<file path="src/inc/apr_params.svh">
`ifndef APR_PARAMS_SVH
`define APR_PARAMS_SVH

// Register bus shape.
`define APR_ADDR_W 8
`define APR_DATA_W 16
`define APR_PTR_W 4

// Register space: address is {module, subindex}.
`define APR_MOD_MSB 7
`define APR_MOD_LSB 4
`define APR_SUB_MSB 3
`define APR_SUB_LSB 0
`define APR_MOD_ACC 4'h9
`define APR_MOD_PFX 4'hB
`define APR_SUB_ACC2 4'h2
`define APR_SUB_ACC3 4'h3
`define APR_SUB_PFX_MAX 4'h7

// Accumulator pointer codes that select the two accumulators held here.
`define APR_PTR_ACC2 4'h2
`define APR_PTR_ACC3 4'h3

// Reset values.
`define APR_ACC_RESET 16'h0000
`define APR_PFX_RESET 16'h0000
`define APR_PFX_BYTE_RESET 8'h00
`define APR_PFX_EXT_RESET 3'h0
`define APR_RD_RESET 16'h0000

// Prefix field layout.
`define APR_PFX_LO_MSB 7
`define APR_PFX_HI_ZERO 8'h00
`define APR_PFX_EXT_MSB 2

`endif

</file>
<file path="src/inc/apr_pkg.sv">
`include "apr_params.svh"

package apr_pkg;

  // One register bus request, as the core presents it in a single cycle.
  typedef struct packed {
    logic [`APR_ADDR_W-1:0] addr;
    logic [`APR_DATA_W-1:0] wdata;
    logic wr;
    logic rd;
  } apr_bus_req_t;

  // Execution-unit side: pointer, result write-back and instruction boundary.
  typedef struct packed {
    logic [`APR_PTR_W-1:0] accPtr;
    logic resultWe;
    logic [`APR_DATA_W-1:0] result;
    logic instrDone;
  } apr_alu_t;

  // Prefix life cycle, one-hot.
  typedef enum logic [2:0] {
    APR_PFX_IDLE = 3'b001,
    APR_PFX_ARMED = 3'b010,
    APR_PFX_LIVE = 3'b100
  } apr_pfx_state_t;

  // Decoded register target, one-hot.
  typedef enum logic [3:0] {
    APR_SEL_NONE = 4'b0001,
    APR_SEL_ACC2 = 4'b0010,
    APR_SEL_ACC3 = 4'b0100,
    APR_SEL_PFX = 4'b1000
  } apr_sel_t;

endpackage

</file>
<file path="src/verilog/apr_regs.sv">
// Overview of operation
// - Second accumulator takes ALU results when the pointer selects it, else plain register.
// - Third accumulator holds 16 bits; ALU target only when the pointer selects it.
// - Third accumulator decodes at subindex 03h of register module 09h.
// - Third accumulator and prefix clear to 0000h on every reset.
// - Prefix is 8 bits at subindexes 00h to 07h of module 0Bh, freely read/written.
// - Written prefix feeds the next instruction's high byte once, then clears itself.
// - Unloaded prefix reads zero; its upper eight bits always read zero.
`timescale 1ns/1ps
`default_nettype none
`include "apr_params.svh"

module apr_regs (
  input wire logic sys_clk, // Core clock, 25 MHz.
  input wire logic rst_n, // Asynchronous reset, active low.
  input wire apr_pkg::apr_bus_req_t busReq, // Register bus request.
  output logic [`APR_DATA_W-1:0] rdData, // Read data, valid the cycle after rd.
  input wire apr_pkg::apr_alu_t alu, // Execution unit port.
  output logic [`APR_DATA_W-1:0] accOut, // Selected accumulator, registered.
  output logic accOutValid, // Pointer selects an accumulator held here.
  output logic [`APR_DATA_W-1:0] acc2Value, // Second accumulator contents.
  output logic [`APR_DATA_W-1:0] acc3Value, // Third accumulator contents.
  output logic [`APR_PFX_LO_MSB:0] pfxHigh, // High byte offered to 8-bit sources.
  output logic pfxActive, // Prefix applies to the current instruction.
  output logic [`APR_PFX_EXT_MSB:0] pfxExt // Index extension bits of last prefix load.
);
  import apr_pkg::*;

  // Decode of a register address into one of the targets held here.
  // Address map: 92h second accumulator, 93h third, B0h to B7h prefix. Any
  // other address is not held here; a write to it is dropped and a read
  // returns zero, so the bus never has to wait for a slow decode.
  function automatic apr_sel_t decodeAddr(input logic [`APR_ADDR_W-1:0] a);
    logic [`APR_MOD_MSB-`APR_MOD_LSB:0] modIdx;
    logic [`APR_SUB_MSB-`APR_SUB_LSB:0] subIdx;
    modIdx = a[`APR_MOD_MSB:`APR_MOD_LSB];
    subIdx = a[`APR_SUB_MSB:`APR_SUB_LSB];
    if (modIdx == `APR_MOD_ACC && subIdx == `APR_SUB_ACC2) begin
      decodeAddr = APR_SEL_ACC2;
    end else if (modIdx == `APR_MOD_ACC && subIdx == `APR_SUB_ACC3) begin
      decodeAddr = APR_SEL_ACC3;
    end else if (modIdx == `APR_MOD_PFX && subIdx <= `APR_SUB_PFX_MAX) begin
      decodeAddr = APR_SEL_PFX;
    end else begin
      decodeAddr = APR_SEL_NONE;
    end
  endfunction

  // Decode of the accumulator pointer; used for write-back and for the read port.
  // Pointer codes other than these two belong to accumulators elsewhere in the
  // bank, so this block neither stores nor presents anything for them.
  function automatic apr_sel_t decodePtr(input logic [`APR_PTR_W-1:0] p);
    if (p == `APR_PTR_ACC2) begin
      decodePtr = APR_SEL_ACC2;
    end else if (p == `APR_PTR_ACC3) begin
      decodePtr = APR_SEL_ACC3;
    end else begin
      decodePtr = APR_SEL_NONE;
    end
  endfunction

  apr_sel_t busSel;
  apr_sel_t ptrSel;
  logic busWr;
  logic busRd;
  logic pfxLoad;
  logic [`APR_DATA_W-1:0] pfxValue;

  // Bus and pointer decode, shared by the accumulator, prefix and read data groups below.
  // The strobes are one-cycle pulses that never come together, so no priority
  // between a read and a write is needed here.
  always_comb begin
    busSel = decodeAddr(busReq.addr);
    ptrSel = decodePtr(alu.accPtr);
    busWr = busReq.wr;
    busRd = busReq.rd;
    pfxLoad = busWr && (busSel == APR_SEL_PFX);
  end

  // Accumulator group.
  logic [`APR_DATA_W-1:0] acc2, next_acc2;
  logic [`APR_DATA_W-1:0] acc3, next_acc3;

  // A result lands in an accumulator only while the pointer names it; otherwise
  // the register keeps whatever software last put there. A bus write in the
  // same cycle wins, since software addressing a register explicitly is taken
  // as the stronger intent.
  always_comb begin
    next_acc2 = acc2;
    next_acc3 = acc3;
    if (alu.resultWe && ptrSel == APR_SEL_ACC2) begin
      next_acc2 = alu.result;
    end
    if (alu.resultWe && ptrSel == APR_SEL_ACC3) begin
      next_acc3 = alu.result;
    end
    if (busWr && busSel == APR_SEL_ACC2) begin
      next_acc2 = busReq.wdata;
    end
    if (busWr && busSel == APR_SEL_ACC3) begin
      next_acc3 = busReq.wdata;
    end
  end

  // Accumulator registers.
  // Both clear on every reset, so no stale result survives into the first instruction.
  always_ff @(posedge sys_clk or negedge rst_n) begin
    if (!rst_n) begin
      acc2 <= `APR_ACC_RESET;
      acc3 <= `APR_ACC_RESET;
    end else begin
      acc2 <= next_acc2;
      acc3 <= next_acc3;
    end
  end

  // Prefix register lives in its own unit; subindexes 00h to 07h of its module load it.
  // The low address bits travel with the load because subindexes above zero act
  // as index extension bits for the next instruction; they clear with the byte.
  apr_prefix_unit prefixUnit (
    .sys_clk(sys_clk),
    .rst_n(rst_n),
    .loadEn(pfxLoad),
    .loadData(busReq.wdata),
    .loadSub(busReq.addr[`APR_PFX_EXT_MSB:0]),
    .instrDone(alu.instrDone),
    .pfxValue(pfxValue),
    .pfxActive(pfxActive),
    .pfxExt(pfxExt)
  );

  // Read data group.
  logic [`APR_DATA_W-1:0] next_rdData;

  // Read data hold only in the cycle after the strobe and drop to zero after,
  // so a stale word is never mistaken for a fresh one. Unmapped reads give zero.
  // An armed prefix that has not yet gone live reads back its stored byte, so
  // software sees the low byte it wrote.
  always_comb begin
    next_rdData = `APR_RD_RESET;
    if (busRd) begin
      unique case (busSel)
        APR_SEL_ACC2: begin
          next_rdData = acc2;
        end
        APR_SEL_ACC3: begin
          next_rdData = acc3;
        end
        APR_SEL_PFX: begin
          next_rdData = pfxValue;
        end
        APR_SEL_NONE: begin
          next_rdData = `APR_RD_RESET;
        end
      endcase
    end
  end

  // Read data register.
  always_ff @(posedge sys_clk or negedge rst_n) begin
    if (!rst_n) begin
      rdData <= `APR_RD_RESET;
    end else begin
      rdData <= next_rdData;
    end
  end

  // Execution-unit view group.
  logic [`APR_DATA_W-1:0] next_accOut;
  logic next_accOutValid;

  // The selected accumulator is presented one cycle after the pointer and any
  // write settle; the core pays that cycle to keep every output on a flop.
  // A pointer to an accumulator held elsewhere gives zero with valid low, so the
  // bank can combine the views of its parts with a plain OR.
  always_comb begin
    next_accOut = `APR_ACC_RESET;
    next_accOutValid = 1'b0;
    unique case (decodePtr(alu.accPtr))
      APR_SEL_ACC2: begin
        next_accOut = next_acc2;
        next_accOutValid = 1'b1;
      end
      APR_SEL_ACC3: begin
        next_accOut = next_acc3;
        next_accOutValid = 1'b1;
      end
      default: begin
        next_accOut = `APR_ACC_RESET;
        next_accOutValid = 1'b0;
      end
    endcase
  end

  // Execution-unit view registers.
  always_ff @(posedge sys_clk or negedge rst_n) begin
    if (!rst_n) begin
      accOut <= `APR_ACC_RESET;
      accOutValid <= 1'b0;
    end else begin
      accOut <= next_accOut;
      accOutValid <= next_accOutValid;
    end
  end

  // Mirror group: plain copies of the register contents for the core datapath.
  logic [`APR_DATA_W-1:0] next_acc2Value;
  logic [`APR_DATA_W-1:0] next_acc3Value;
  logic [`APR_PFX_LO_MSB:0] next_pfxHigh;

  // The mirrors track the next values so that they match the registers in the
  // same cycle. The prefix byte is offered one cycle late, armed or live alike;
  // a consumer must qualify it with pfxActive, which is what limits its use to
  // a single instruction.
  always_comb begin
    next_acc2Value = next_acc2;
    next_acc3Value = next_acc3;
    next_pfxHigh = pfxValue[`APR_PFX_LO_MSB:0];
  end

  // Mirror registers.
  always_ff @(posedge sys_clk or negedge rst_n) begin
    if (!rst_n) begin
      acc2Value <= `APR_ACC_RESET;
      acc3Value <= `APR_ACC_RESET;
      pfxHigh <= `APR_PFX_BYTE_RESET;
    end else begin
      acc2Value <= next_acc2Value;
      acc3Value <= next_acc3Value;
      pfxHigh <= next_pfxHigh;
    end
  end

endmodule

`default_nettype wire

</file>
<file path="src/verilog/apr_prefix_unit.sv">
`timescale 1ns/1ps
`default_nettype none
`include "apr_params.svh"

module apr_prefix_unit (
  input wire logic sys_clk, // Core clock.
  input wire logic rst_n, // Asynchronous reset, active low.
  input wire logic loadEn, // One-cycle load of the prefix.
  input wire logic [`APR_DATA_W-1:0] loadData, // Value being written.
  input wire logic [`APR_PFX_EXT_MSB:0] loadSub, // Subindex used for the load.
  input wire logic instrDone, // Pulse at the end of each instruction.
  output logic [`APR_DATA_W-1:0] pfxValue, // Register view, upper byte zero.
  output logic pfxActive, // Prefix applies to the current instruction.
  output logic [`APR_PFX_EXT_MSB:0] pfxExt // Index extension bits of the load.
);
  import apr_pkg::*;

  apr_pfx_state_t state, next_state;
  logic [`APR_PFX_LO_MSB:0] pfxByte, next_pfxByte;
  logic [`APR_PFX_EXT_MSB:0] extBits, next_extBits;

  // A load made during one instruction becomes live when that instruction ends,
  // and is wiped when the following one ends, so it serves exactly one instruction.
  always_comb begin
    next_state = state;
    next_pfxByte = pfxByte;
    next_extBits = extBits;
    if (loadEn) begin
      next_pfxByte = loadData[`APR_PFX_LO_MSB:0];
      next_extBits = loadSub;
      next_state = instrDone ? APR_PFX_LIVE : APR_PFX_ARMED;
    end else if (instrDone) begin
      unique case (state)
        APR_PFX_ARMED: begin
          next_state = APR_PFX_LIVE;
        end
        APR_PFX_LIVE: begin
          next_state = APR_PFX_IDLE;
          next_pfxByte = `APR_PFX_BYTE_RESET;
          next_extBits = `APR_PFX_EXT_RESET;
        end
        APR_PFX_IDLE: begin
          next_state = APR_PFX_IDLE;
        end
        default: begin
          // A corrupted code falls back to a cleared prefix.
          next_state = APR_PFX_IDLE;
          next_pfxByte = `APR_PFX_BYTE_RESET;
          next_extBits = `APR_PFX_EXT_RESET;
        end
      endcase
    end
  end

  // Prefix state registers; all clear on reset.
  always_ff @(posedge sys_clk or negedge rst_n) begin
    if (!rst_n) begin
      state <= APR_PFX_IDLE;
      pfxByte <= `APR_PFX_BYTE_RESET;
      extBits <= `APR_PFX_EXT_RESET;
    end else begin
      state <= next_state;
      pfxByte <= next_pfxByte;
      extBits <= next_extBits;
    end
  end

  // Upper byte is reserved and never stored, so it always reads zero.
  assign pfxValue = {`APR_PFX_HI_ZERO, pfxByte};
  // The live bit of the one-hot code is itself a flop, so the output needs no decode.
  assign pfxActive = state[2];
  assign pfxExt = extBits;

endmodule

`default_nettype wire

</file>
<file path="config.mk">
export PLATFORM = sky130hd
export DESIGN_NAME = apr_regs
export DESIGN_NICKNAME = d
export VERILOG_FILES = /design/src/inc/apr_pkg.sv /design/src/verilog/apr_regs.sv /design/src/verilog/apr_prefix_unit.sv
export VERILOG_INCLUDE_DIRS = /design/src /design/src/inc
export SDC_FILE = /design/constraint.sdc
export NUM_CORES = 1
export LEC_CHECK = 0
export ABC_CLOCK_PERIOD_IN_PS = 2000
export BUFFER_PORTS_ARGS = -buffer_cell sky130_fd_sc_hd__buf_2
export CORE_MARGIN = 4
export CORE_UTILIZATION = 45
export DETAILED_ROUTE_END_ITERATION = 8
export PLACE_DENSITY = 0.82
export SLEW_MARGIN = 20
export SYNTH_ARGS = -nofsm -noshare
export SYNTH_HDL_FRONTEND = slang
export SYNTH_SLANG_ARGS = --single-unit
</file>
<file path="constraint.sdc">
create_clock -name sys_clk -period 2 [get_ports sys_clk]
set_input_delay 0.4 -clock sys_clk [delete_from_list [all_inputs] [get_ports sys_clk]]
set_output_delay 0.4 -clock sys_clk [all_outputs]
set_load 0.01 [all_outputs]
</file>
# Yosys cells after proc, flatten, opt, wreduce, memory -nomap -nowiden
# Index checks and enable logic that the tools add are counted.
totals:
  regBits: 87
  elab_cells: 60
  output_inout_bits: 77
  inputBits: 50
op_classes:
  n_eq_ne: 15
  order_cmp: 1
  n_reduce_logical: 12
  n_mux: 23
op_table:
  columns: ["cell", "n"]
  rows:
  - ["16-bit two-way mux", 5]
  - ["16-bit one-hot mux with 4 select lines", 1]
  - ["16-bit one-hot mux with 2 select lines", 1]
  - ["4-bit by 2-bit equality test with 1-bit output, second input constant", 6]
  - ["3-bit two-way mux", 8]
  - ["8-bit two-way mux", 3]
  - ["4-bit two-way mux", 4]
  - ["4-bit equality test, second input constant", 3]
  - ["4-bit by 3-bit equality test with 1-bit output, second input constant", 2]
  - ["1-bit logical AND", 8]
  - ["4-bit by 1-bit equality test with 1-bit output, second input constant", 1]
  - ["4-bit by 3-bit less-or-equal comparator with 1-bit output, second input constant", 1]
  - ["2-bit OR reduction", 2]
  - ["3-bit by 1-bit equality test with 1-bit output, second input constant", 1]
  - ["3-bit by 2-bit equality test with 1-bit output, second input constant", 1]
  - ["2-bit by 1-bit inequality test with 1-bit output, second input constant", 1]
  - ["2-bit AND reduction", 1]
  - ["2-bit nonzero test", 1]
  - ["1-bit two-way mux", 1]

# Longest topological paths before layout
# Gate-level depths: netlist of run 1.
depth:
  depth_word: 9
  ltp_mapped: 6
  ltp_nobuf: 4

# Cells and area by module
# Synthesis of run 1 repeated with hierarchy kept, for this count alone.
unflattened:
  hier_cells: 368
  area_unflattened_um2: 4166.5
by_module_without_submodules:
  columns: ["module", "cells_per_inst", "area_each_um2", "instances"]
  rows:
  - ["apr_regs", 321, 3577.2, 1]
  - ["apr_prefix_unit", 47, 589.3, 1]

# Worst setup path after synthesis of run 1
# No wires, ideal clock.
synth_timing:
  path_type: "input to register"
  start: "in busReq[21] in the netlist's numbering"
  end: "reg acc2Value[11]"
  path_buffers: 2
  path_stages: 6
  setup_ns: 0.122
  slack_ns: 0.180
  arrival_time_ns: 1.697
  t_required_ns: 1.878
  cell_sequence: "nand4bb_2 -> or4_1 -> buf_2 -> buf_6 -> nor2_2 -> a21oi_2"
synth_via:
  elab_chain_len: 8
synth_rtl:
  columns: ["item", "line", "text"]
  rows:
  - ["start, declared", "apr_regs.sv:16", "input wire apr_pkg::apr_bus_req_t busReq,"]
  - ["4-bit by 3-bit less-or-equal comparator with 1-bit output (no source line)", null, null]
  - ["1-bit logical AND (no source line)", null, null]
  - ["4-bit two-way mux", "apr_regs.sv:42", "end else if (modIdx == `APR_MOD_PFX && subIdx <= `APR_SUB_PFX_MAX) begin"]
  - ["4-bit two-way mux", "apr_regs.sv:40", "end else if (modIdx == `APR_MOD_ACC && subIdx == `APR_SUB_ACC3) begin"]
  - ["4-bit two-way mux *", "apr_regs.sv:38", "if (modIdx == `APR_MOD_ACC && subIdx == `APR_SUB_ACC2) begin"]
  - ["4-bit by 2-bit equality test with 1-bit output *", "apr_regs.sv:97", "if (busWr && busSel == APR_SEL_ACC2) begin"]
  - ["1-bit logical AND *", "apr_regs.sv:97", null]
  - ["16-bit two-way mux *", "apr_regs.sv:97", null]
  - ["net next_acc2[11]", "apr_regs.sv:81", "logic [`APR_DATA_W-1:0] acc2, next_acc2;"]
  - ["end signal, assigned", "apr_regs.sv:224", "acc2Value <= `APR_ACC_RESET;"]
  - ["end signal, assigned", "apr_regs.sv:228", "acc2Value <= next_acc2Value;"]
  - ["end, declared", "apr_regs.sv:21", "output logic [`APR_DATA_W-1:0] acc2Value,"]
# The timed path passes the listed nets; every way through them passes the cells marked *.
# A chain may end at the register's enable or synchronous reset.

# Worst setup path in the final report of run 1
layout_timing:
  start: "reg prefixUnit.state[0]"
  end: "reg prefixUnit.extBits[0] (netlist: prefixUnit.pfxExt[0])"
layout_via:
  elab_chain_len: 4
layout_rtl:
  columns: ["item", "line", "text"]
  rows:
  - ["start, declared", "apr_prefix_unit.sv:18", "apr_pfx_state_t state, next_state;"]
  - ["start signal, assigned", "apr_prefix_unit.sv:62", "state <= next_state;"]
  - ["3-bit by 1-bit equality test with 1-bit output or 3-bit by 2-bit equality test with 1-bit output (tied branches)", "apr_prefix_unit.sv:33", "unique case (state)"]
  - ["2-bit OR reduction (no source line) *", null, null]
  - ["2-bit by 1-bit inequality test with 1-bit output (no source line) *", null, null]
  - ["2-bit AND reduction (no source line) *", null, null]
  - ["end signal, assigned", "apr_prefix_unit.sv:60", "extBits <= `APR_PFX_EXT_RESET;"]
  - ["end signal, assigned", "apr_prefix_unit.sv:64", "extBits <= next_extBits;"]
  - ["end, declared", "apr_prefix_unit.sv:20", "logic [`APR_PFX_EXT_MSB:0] extBits, next_extBits;"]
# Every way passes the cells marked *; elsewhere a longest branch is shown, timed or not.

==> results of run 1 <==
-- power breakdown --
| part | leakage (nW) | switching [mW] | internal [mW] | total, mW |
|---|---|---|---|---|
| clock | 0.0956 | 0.632 | 0.579 | 1.21 |
| combinational | 1.73 | 0.496 | 0.453 | 0.948 |
| sequential | 1.14 | 0.217 | 1.99 | 2.21 |
-- cells by family after synthesis --
logic type                after synthesis
muxes                                  64
AOI/OAI and AO/OA                      97
buffers and inverters                  26
DFF                                    87
and+or+nand+nor                        83
xor gates and xnor gates                2
-- metrics by stage --
step | TNS, ps | utilization | std cells | setup slack, ps
5_1_grt | 0 | 0.5922 | 603 | 148.8
2_1_floorplan | 0 | - | 359 | 180.5
3_3_place_gp | 0 | 0.5701 | 587 | 3.363
4_1_cts | 0 | 0.5922 | 603 | 211.7
6_report | 0 | 0.5922 | 603 | 240.9
3_5_place_dp | -125.1 | 0.5701 | 587 | -34.26
-- worst max-delay path: stages, from the launching register on --
cell and delay, ps:
dfstp_2 570, xnor2_1 80, o21a_1 160, nor2_1 630, a22o_1 250
-- layer usage --
| layer | global-route usage | share of wire | up-vias | wire, µm |
|---|---|---|---|---|
| met2 | 0.3515 | 0.51 | 111 | 5699 |
| met3 | 0.05090 | 0.062 | 16 | 698 |
| met4 | 0.06363 | 0.015 | 0 | 167 |
| met1 | 0.2556 | 0.41 | 1675 | 4617 |
| met5 | 0 | 0 | - | 0 |
| li1 | - | - | 1568 | - |
-- state kept, by name (all words and copies together) (netlist names) --
register / flops
acc2Value: 16
acc3Value: 16
accOut: 16
accOutValid: 1
pfxHigh: 8
prefixUnit.pfxByte: 8
prefixUnit.pfxExt: 3
prefixUnit.state: 3
rdData: 16
-- worst paths after layout --
| kind | startpoint | endpoint | slack (ps) | cells after the start |
|---|---|---|---|---|
| worst max-delay path | prefixUnit.state[0]$_DFFE_PN1P_ | prefixUnit.pfxExt[0]$_DFFE_PN0P_ | 240 | 4 |
| worst min-delay path | rst_n | rdData[6]$_DFF_PN0_ | 60 | 2 |
| worst max register to register | prefixUnit.state[0]$_DFFE_PN1P_ | prefixUnit.pfxExt[0]$_DFFE_PN0P_ | 240 | 4 |
| worst min register to register | prefixUnit.pfxByte[6]$_DFFE_PN0P_ | pfxHigh[6]$_DFF_PN0_ | 420 | 0 |
| max in group asynchronous | rst_n | prefixUnit.state[0]$_DFFE_PN1P_ | 1540 | 2 |
| min in group sys_clk | alu[0] | prefixUnit.state[1]$_DFFE_PN0P_ | 260 | 2 |
-- cell type report --
type	instances	area (µm²)
clock buffer	9	123.9
clock inverter	7	72.57
fill	754	3626
inverter	1	3.754
multi-input combinational	246	1876
sequential	87	2178
tap	108	135.1
timing repair buffer	145	875.8
-- cell usage after synthesis --
master     number
a21o_1         16
a21oi_1        17
a21oi_2        16
a22o_1         11
a22oi_1         8
a32oi_1         8
and2_1          1
and3_1          3
and4bb_2        3
buf_1           2
buf_2           7
buf_4           1
buf_6           3
clkbuf_1       12
dfrtp_1        86
dfstp_2         1
inv_1           1
mux2i_1        64
nand2_1        18
nand2_2         1
nand2b_1        3
nand3_1         2
nand4bb_2       1
nor2_1         23
nor2_2         14
nor2b_1         8
nor3_2          1
nor3b_1         1
nor4_4          1
nor4b_2         1
o21a_1          1
o21ai_0         2
o22ai_1        16
o31ai_4         1
o41ai_4         1
or3b_4          1
or4_1           1
xnor2_1         2
==> qor.txt, run 1 <==
Run status: finished clean
Unrepaired setup endpoints after global routing: false
Post-synthesis compound-gate area fraction: 0.1764
DRC viols: 0
Power Dens Cells: 830.5 mW/mm²
Antenna diode count: 0
Fin. Hold Viols: 0
Clock Pin Slew Worst Setup and Hold Paths: 90 ps
ANT nets after route: 0
Gpl congestion: 0.8014
Post-Route WL: 11180 µm
Final hold slack: 60.50 ps
Worst Skew: 9.494 ps
#FFs+latches synth: 87
Crit Path Class: reg -> reg
Grt ovf: 0
Crit path DAT: 2040 ps
Post-Synth Adder-Cell Area: 0
Synth top area cells: dfrtp_1, mux2i_1, a21oi_2, a21o_1, o22ai_1
DR pass1 iterations: 4
Die Width: 104.4 µm
Num Clock Sinks: 87
Post-CTS Hold Fix Bufs: 0
CP Capture Type: flop
Number of CTS-inserted buffers: 9
Cell Area, Synth: 0.004185 mm²
Post-CTS Setup Bufs: 0
Clk root buf: clkbuf_8
Mux share of post-synthesis cell area: 0.1531
Slew Viols, Final: 0
Final worst-path cycle share: 0.8796
Syn nets: 409
Share of layout cells above drive strength 1: 0.4121
Slew at the pin closest to its max-slew limit: 828.6 ps
Total power: 4.372 mW
XOR/XNOR Fraction of Synth Area: 0.004185
Worst setup SP type: flop
Commonest cells after routing, fill and taps aside: buf_2, dfrtp_1, mux2i_1
Synthesis-to-layout area growth: 25.80%
Crit Path Max Fanout: 11
Leakage: 2.967 nW
Max-Slew Margin vs Limit: 0.4455
VDD IR max: 0.3771 mV
Synth Area in Simple Gates: 0.1142
Largest net degree at the start of global routing: 88
Largest family of logic cells by synthesized area: compound AO/OA/AOI/OAI gates
Most common cell after layout, fill and taps aside: buf_2
Synth Warn #: 0
H-tree level count: 3
Port bufs: 126
Number of core rows: 34
Detailed placement HPWL: 7825 µm
Cell taking the most area after synthesis: dfrtp_1
CTS max path bufs: 2
WP data required: 2280 ps
Share of the synthesized area in the top cell type: 0.5142
Core Area: 0.008891 mm²
# IOs: 127
DR WL/cell: 18.54 µm
All-Layer GR Usage: 0.2054
Die Ht: 104.4 µm
Nets@finish: 540
Resized Gates After CTS: 0
Latest clock arrival within the worst-skew pair: 350 ps
Tmin final: 1759 ps
Fmax: 0.5685 GHz
Number of global-route vias before repair: 3330
First-pass GRT wire length: 17680 µm
Syn_area_per_cell: 11.66 µm²
Drt first-iter violations: 131
Initial antenna violation count: 0
Mapped Cells: 359
Via/cell ratio: 5.589
Setup violations, final: 0
Starting Density: 0.4707
Die Area: 0.01091 mm²
Worst Hold Class: in -> async
CTS tree: done
Synth unique cells: 38
Max-cap violations: 0
Final Instance Area: 0.005265 mm²
Sequential element share of the synthesized area: 0.5205
Post-Place Cell Area: 0.005069 mm²
Vias: 3370
No activity file was read; power rests on OpenSTA's default activity.
==> run 2: changes to the inputs <==
ABC_CLOCK_PERIOD_IN_PS = 2300   (was 2000)
clock period = 2.3 ns   (was 2 ns; I/O delays follow)
==> run 2 against run 1 <==
Against the previous run:
- clock power about the same
- final cell count decreased by 1.2%
- via count increased by 1.2%
- power decreased by 9.6%
- clock skew about the same
- largest cell class unchanged
- highest routed layer unchanged
==> qor.txt, run 2 (synthesized netlist as in run 1, its figures left out) <==
Placed cell count: 580 (was 587)
Die Area: 0.01091 mm² (unchanged)
Crit Path Class: in -> reg (was reg -> reg)
Int Pwr: 2.767 mW (was 3.027 mW)
Post-Route WL: 11400 µm (was 11180 µm)
Clock share of power: 0.306 (was 0.277)
Highest Signal Layer: met4 (unchanged)
Storage cell area: 0.002178 mm² (unchanged)
Worst reg2reg path depth: 4 (unchanged)
First-pass GRT wire length: 17700 µm (was 17680 µm)
Number of CTS-inserted buffers: 9 (unchanged)
Max-Slew Margin vs Limit: 0.4526 (was 0.4455)
Crit path capture: acc2Value[15]$_DFF_PN0_ (was prefixUnit.pfxExt[0]$_DFFE_PN0P_)
Commonest cells after routing, fill and taps aside: buf_2, dfrtp_1, mux2i_1 (unchanged)
Logic pwr share: 0.206 (was 0.217)
Crit Path Max Fanout: 32 (was 11)
Synthesis-to-layout area growth: 24.48% (was 25.80%)
Number of global-route vias before repair: 3418 (was 3330)
Flop pwr share: 0.488 (was 0.506)
H-tree level count: 3 (unchanged)
Final Instance Area: 0.005210 mm² (was 0.005265 mm²)
Reg2Reg Setup Slack: 560 ps (was 240 ps)
WP data required: 2530 ps (was 2280 ps)
Setup violations, final: 0 (unchanged)
Psw: 1.184 mW (was 1.346 mW)
CTS tree: done (unchanged)
Run status: finished clean (unchanged)
Resized Gates After CTS: 0 (unchanged)
All-Layer GR Usage: 0.2059 (was 0.2054)
DR WL/cell: 19.13 µm (was 18.54 µm)
Largest net degree at the start of global routing: 47 (was 88)
# IOs: 127 (unchanged)
Clock Pin Slew Worst Setup and Hold Paths: 90 ps (about the same)
Unrepaired setup endpoints after global routing: false (unchanged)
Critical R2R Launch: prefixUnit.state[0]$_DFFE_PN1P_ (unchanged)
Fillers: 736 (was 754)
ANT nets after route: 0 (unchanged)
Die Width: 104.4 µm (unchanged)
Worst Skew: 9.029 ps (was 9.494 ps)
Most common cell after layout, fill and taps aside: buf_2 (unchanged)
Crit path DAT: 2030 ps (was 2040 ps)
Antenna diode count: 0 (unchanged)
DRC viols: 0 (unchanged)
Fin. Hold Viols: 0 (unchanged)
Tmin final: 1800 ps
Port bufs: 126 (unchanged)
Share of layout cells above drive strength 1: 0.4037 (was 0.4121)
Power Dens Cells: 758.4 mW/mm² (was 830.5 mW/mm²)
Latest clock arrival within the worst-skew pair: 350 ps (about the same)
Grt ovf: 0 (unchanged)
Leakage: 2.939 nW (was 2.967 nW)
VDD IR max: 0.3596 mV (was 0.3771 mV)
Sw frac: 0.2996 (was 0.3078)
Slew at the pin closest to its max-slew limit: 818.1 ps (was 828.6 ps)
Post-CTS Hold Fix Bufs: 0 (unchanged)
Via/cell ratio: 5.725 (was 5.589)
Nets@finish: 533 (was 540)
CTS max path bufs: 2 (unchanged)
Gpl congestion: 0.8038 (was 0.8014)
WL met1: 4672 µm (was 4617 µm)
Worst setup SP type: input pin (was flop)
Detailed placement HPWL: 7846 µm (was 7825 µm)
Worst Hold Class: in -> async (unchanged)
CP Capture Type: flop (unchanged)
Drt first-iter violations: 115 (was 131)
DR pass1 iterations: 5 (was 4)
Setup TNS Final: 0 ps (unchanged)
Slew Viols, Final: 0 (unchanged)
Vias: 3412 (was 3370)
Reg-to-reg endpoint: prefixUnit.pfxExt[0]$_DFFE_PN0P_ (unchanged)
Die Ht: 104.4 µm (unchanged)
Fmax: 0.5556 GHz
Number of core rows: 34 (unchanged)
Num Clock Sinks: 87 (unchanged)
Post-Place Cell Area: 0.004979 mm² (was 0.005069 mm²)
Starting Density: 0.4707 (unchanged)
Initial antenna violation count: 0 (unchanged)
Final non-filler cell total: 596 (was 603)
Final worst-path cycle share: 0.7825
Max-cap violations: 0 (unchanged)
CP startpoint: busReq[23] (was prefixUnit.state[0]$_DFFE_PN1P_)
Clk root buf: clkbuf_8 (unchanged)
Met2 routed WL: 5657 µm (was 5699 µm)
Area of the multi-input gates: 0.001876 mm² (unchanged)
Metal3 WL: 805 µm (was 698 µm)
Core Area: 0.008891 mm² (unchanged)
Post-CTS Setup Bufs: 0 (unchanged)
[run 2: changes by cell type in the layout (fill, tap and decap cells not counted), sizes merged]
cell | previous run | this run
buf | 145 | 138
bufinv | 1 | 2
clkbuf | 9 | 10
clkinvlp | 2 | 1
inv | 2 | 1
[run 2: routing by layer]
metal  vias up  track usage
li1       1561            -
met1      1694       0.2556
met2       133       0.3446
met3        24      0.04718
met4         0      0.08737
met5         -            0
[run 2: area by class of cell]
cell class	instances	area share
flip-flops and latches	87	0.4181
multi-input cells	246	0.3600
repair buffers	138	0.1508
clock buffers	10	0.02642
well taps	108	0.02594
clock inverters	6	0.01801
inverters	1	0.0007205
[run 2: stage by stage]
step           hold WS [ps]  setup WS, ps    util  power (mW)
3_3_place_gp          389.6         153.7  0.5599       2.725
5_1_grt               133.2         438.2  0.5860       4.130
3_5_place_dp          392.4         141.8  0.5599       2.771
6_report              102.5         500.2  0.5860       3.951
4_1_cts               110.0         523.8  0.5860       3.978
2_1_floorplan         164.4         420.5       -       2.356
[run 2: critical path: stages]
cell and delay (ps):
buf_2 130, or3b_4 440, or4_2 600, buf_12 220, nor2_1 130, a21oi_2 40
[run 2: power groups by stage]
stage | sequential, mW | clock (mW) | combinational [mW]
global placement | 1.93 | 0 | 0.792
global route | 1.96 | 1.29 | 0.884
detailed placement | 1.95 | 0 | 0.822
finish | 1.93 | 1.21 | 0.814
CTS | 1.92 | 1.23 | 0.824
floorplan | 2.01 | 0 | 0.350
[run 2: worst min path at each step]
stage	start	end	slack, ps	cells after the start
after detailed placement	prefixUnit.pfxByte[0]$_DFFE_PN0P_	pfxHigh[0]$_DFF_PN0_	390	0
after global placement	prefixUnit.pfxByte[0]$_DFFE_PN0P_	pfxHigh[0]$_DFF_PN0_	390	0
after global routing	rst_n	prefixUnit.pfxExt[0]$_DFFE_PN0P_	130	1
final	rst_n	prefixUnit.pfxExt[0]$_DFFE_PN0P_	100	1
after floorplan	rst_n	acc2Value[0]$_DFF_PN0_	160	0
after CTS	rst_n	prefixUnit.pfxExt[0]$_DFFE_PN0P_	110	1
==> run 3: changes to the inputs <==
ABC_CLOCK_PERIOD_IN_PS = 1600   (was 2300)
PLACE_DENSITY = 0.85   (was 0.82)
clock period = 1.6 ns   (was 2.3 ns; I/O delays follow)
==> run 3 against run 2 <==
Against the previous run:
- final cell count is 3.2% higher
- highest routed layer unchanged
- critical endpoint is now prefixUnit.pfxByte[5]$_DFFE_PN0P_
- flip-flop and latch count stayed put
- die area stayed put
- non-clock buffer count is 19 higher
- first-iteration DRC count is 75% higher
- wire length is 3.8% higher
- worst setup slack worse by 400 ps
- global-route usage is 1.3 points higher
- sequential share of layout area is 2.0 points lower
- clock power is 45% higher
- register-to-register slack worse by 460 ps
==> qor.txt, run 3 (synthesized netlist as in run 1, its figures left out) <==
VDD IR max: 0.4798 mV (was 0.3596 mV)
Crit path DAT: 1770 ps (was 2030 ps)
DRC viols: 0 (unchanged)
Starting Density: 0.4707 (unchanged)
DR pass1 iterations: 5 (unchanged)
Die Width: 104.4 µm (unchanged)
Crit Path Max Fanout: 11 (was 32)
Reg2Reg Setup Slack: 100 ps (was 560 ps)
All-Layer GR Usage: 0.2187 (was 0.2059)
CP max-delay cell: dfstp_2 (was or4_2)
Fin worst setup slack: 103.0 ps (was 500.2 ps)
Placed cell count: 597 (was 580)
Worst setup SP type: flop (was input pin)
Gpl congestion: 0.8079 (was 0.8038)
CTS tree: done (unchanged)
Latest clock arrival within the worst-skew pair: 340 ps (was 350 ps)
Final non-filler cell total: 615 (was 596)
Via/cell ratio: 5.675 (was 5.725)
Hold Crit Depth: 2
H-tree level count: 3 (unchanged)
CTS max path bufs: 2 (unchanged)
Drt first-iter violations: 201 (was 115)
Worst Hold Class: in -> reg (was in -> async)
Port bufs: 126 (unchanged)
Worst path buffer plus inverter count: 0 (was 2)
Final worst-path cycle share: 0.9356
Tmin final: 1497 ps
Setup TNS Final: 0 ps (unchanged)
Pre-CTS setup slack: -371.9 ps (was 141.8 ps)
Vias: 3490 (was 3412)
Core Area: 0.008891 mm² (unchanged)
First-pass GRT wire length: 19080 µm (was 17700 µm)
Nets@finish: 552 (was 533)
Crit Path Class: reg -> reg (was in -> reg)
Worst reg2reg path depth: 4 (unchanged)
Grt ovf: 0 (unchanged)
Run status: finished clean (unchanged)
Unrepaired setup endpoints after global routing: false (unchanged)
Number of CTS-inserted buffers: 9 (unchanged)
Critical-path cell list: xnor2_1, o21a_1, nor2_2, a22o_1 (was buf_2, or3b_4, or4_2, buf_12, nor2_1, a21oi_2)
Fmax: 0.6680 GHz
CP Capture Type: flop (unchanged)
Largest net degree at the start of global routing: 54 (was 47)
Synthesis-to-layout area growth: 30.76% (was 24.48%)
Post-Route WL: 11840 µm (was 11400 µm)
Die Area: 0.01091 mm² (unchanged)
Die Ht: 104.4 µm (unchanged)
Final Instance Area: 0.005473 mm² (was 0.005210 mm²)
Total power: 5.735 mW (was 3.951 mW)
Commonest cells after routing, fill and taps aside: buf_2, dfrtp_1, mux2i_1 (unchanged)
WP depth: 4 (was 6)
Slew Viols, Final: 0 (unchanged)
# IOs: 127 (unchanged)
Worst path top cell family by delay: flip-flops (was simple AND/OR/NAND/NOR gates)
Share of layout cells above drive strength 1: 0.4241 (was 0.4037)
Fillers: 746 (was 736)
Post-Place Cell Area: 0.005192 mm² (was 0.004979 mm²)
Clk root buf: clkbuf_8 (unchanged)
ANT nets after route: 0 (unchanged)
DR WL/cell: 19.25 µm (was 19.13 µm)
Most common cell after layout, fill and taps aside: buf_2 (unchanged)
Leakage: 3.088 nW (was 2.939 nW)
Slew at the pin closest to its max-slew limit: 483.6 ps (was 818.1 ps)
Number of core rows: 34 (unchanged)
Detailed placement HPWL: 8247 µm (was 7846 µm)
Clock Pin Slew Worst Setup and Hold Paths: 90 ps (about the same)
Power Dens Cells: 1048 mW/mm² (was 758.4 mW/mm²)
Min-Delay Startpoint: alu[0]
Post-CTS Setup Bufs: 0 (unchanged)
Number of global-route vias before repair: 3644 (was 3418)
Num Clock Sinks: 87 (unchanged)
Reg-to-reg endpoint: prefixUnit.pfxByte[5]$_DFFE_PN0P_ (was prefixUnit.pfxExt[0]$_DFFE_PN0P_)
Layout Utilization: 0.6155 (was 0.5860)
WP data required: 1880 ps (was 2530 ps)
Hold Path End: prefixUnit.state[1]$_DFFE_PN0P_
Fin. Hold Viols: 0 (unchanged)
Critical R2R Launch: prefixUnit.state[0]$_DFFE_PN1P_ (unchanged)
Initial antenna violation count: 0 (unchanged)
Critical path's largest stage delay: 560 ps (was 600 ps)
Max-Slew Margin vs Limit: 0.6773 (was 0.4526)
Worst Skew: 11.44 ps (was 9.029 ps)
Final hold slack: 173.5 ps (was 102.5 ps)
Antenna diode count: 0 (unchanged)
Setup violations, final: 0 (unchanged)
Max-cap violations: 0 (unchanged)
[run 3: timing repair]
item                                   in CTS  in global routing
setup endpoints to repair                  12                  0
endpoints found under the hold margin      10                  0
hold buffers                                1                  0
resized for setup                           2                  0
[run 3: worst max path at each step]
stage | endpoint | slack, ps | start
global route | prefixUnit.pfxByte[2]$_DFFE_PN0P_ | 40 | prefixUnit.state[0]$_DFFE_PN1P_
finish | prefixUnit.pfxByte[5]$_DFFE_PN0P_ | 100 | prefixUnit.state[0]$_DFFE_PN1P_
global placement | acc2Value[0]$_DFF_PN0_ | -320 | busReq[23]
floorplan | acc2Value[11]$_DFF_PN0_ | -80 | busReq[23]
detailed placement | acc2Value[0]$_DFF_PN0_ | -370 | busReq[23]
CTS | prefixUnit.pfxByte[5]$_DFFE_PN0P_ | 120 | prefixUnit.state[0]$_DFFE_PN1P_
[run 3: worst register-to-register path, stage by stage (launching register included)]
cell	delay [ps]
dfstp_2	560
xnor2_1	90
o21a_1	190
nor2_2	380
a22o_1	210
[run 3: cell type report]
type	count	area, µm²	share of cell area
clock buffers	12	155.1	0.02835
well taps	108	135.1	0.02469
clock inverters	4	77.57	0.01417
multi-input cells	246	1892	0.3457
repair buffers	157	1031	0.1884
inverters	1	3.754	0.0006859
flip-flops and latches	87	2178	0.3980
[run 3: where the power goes]
group          internal [mW]  switching [mW]  total (mW)
Combinational          0.584           0.617        1.20
Clock                  0.973           0.785        1.76
Sequential              2.49           0.282        2.78
Total                   4.05            1.69        5.74
[run 3: layer usage]
layer	GRT usage	vias up	wire length (µm)	share of wire
met5	0	-	0	0
met4	0.06553	0	165	0.014
met3	0.03724	14	642	0.054
met2	0.3865	128	6119	0.52
met1	0.2731	1751	4911	0.41
li1	-	1597	-	-
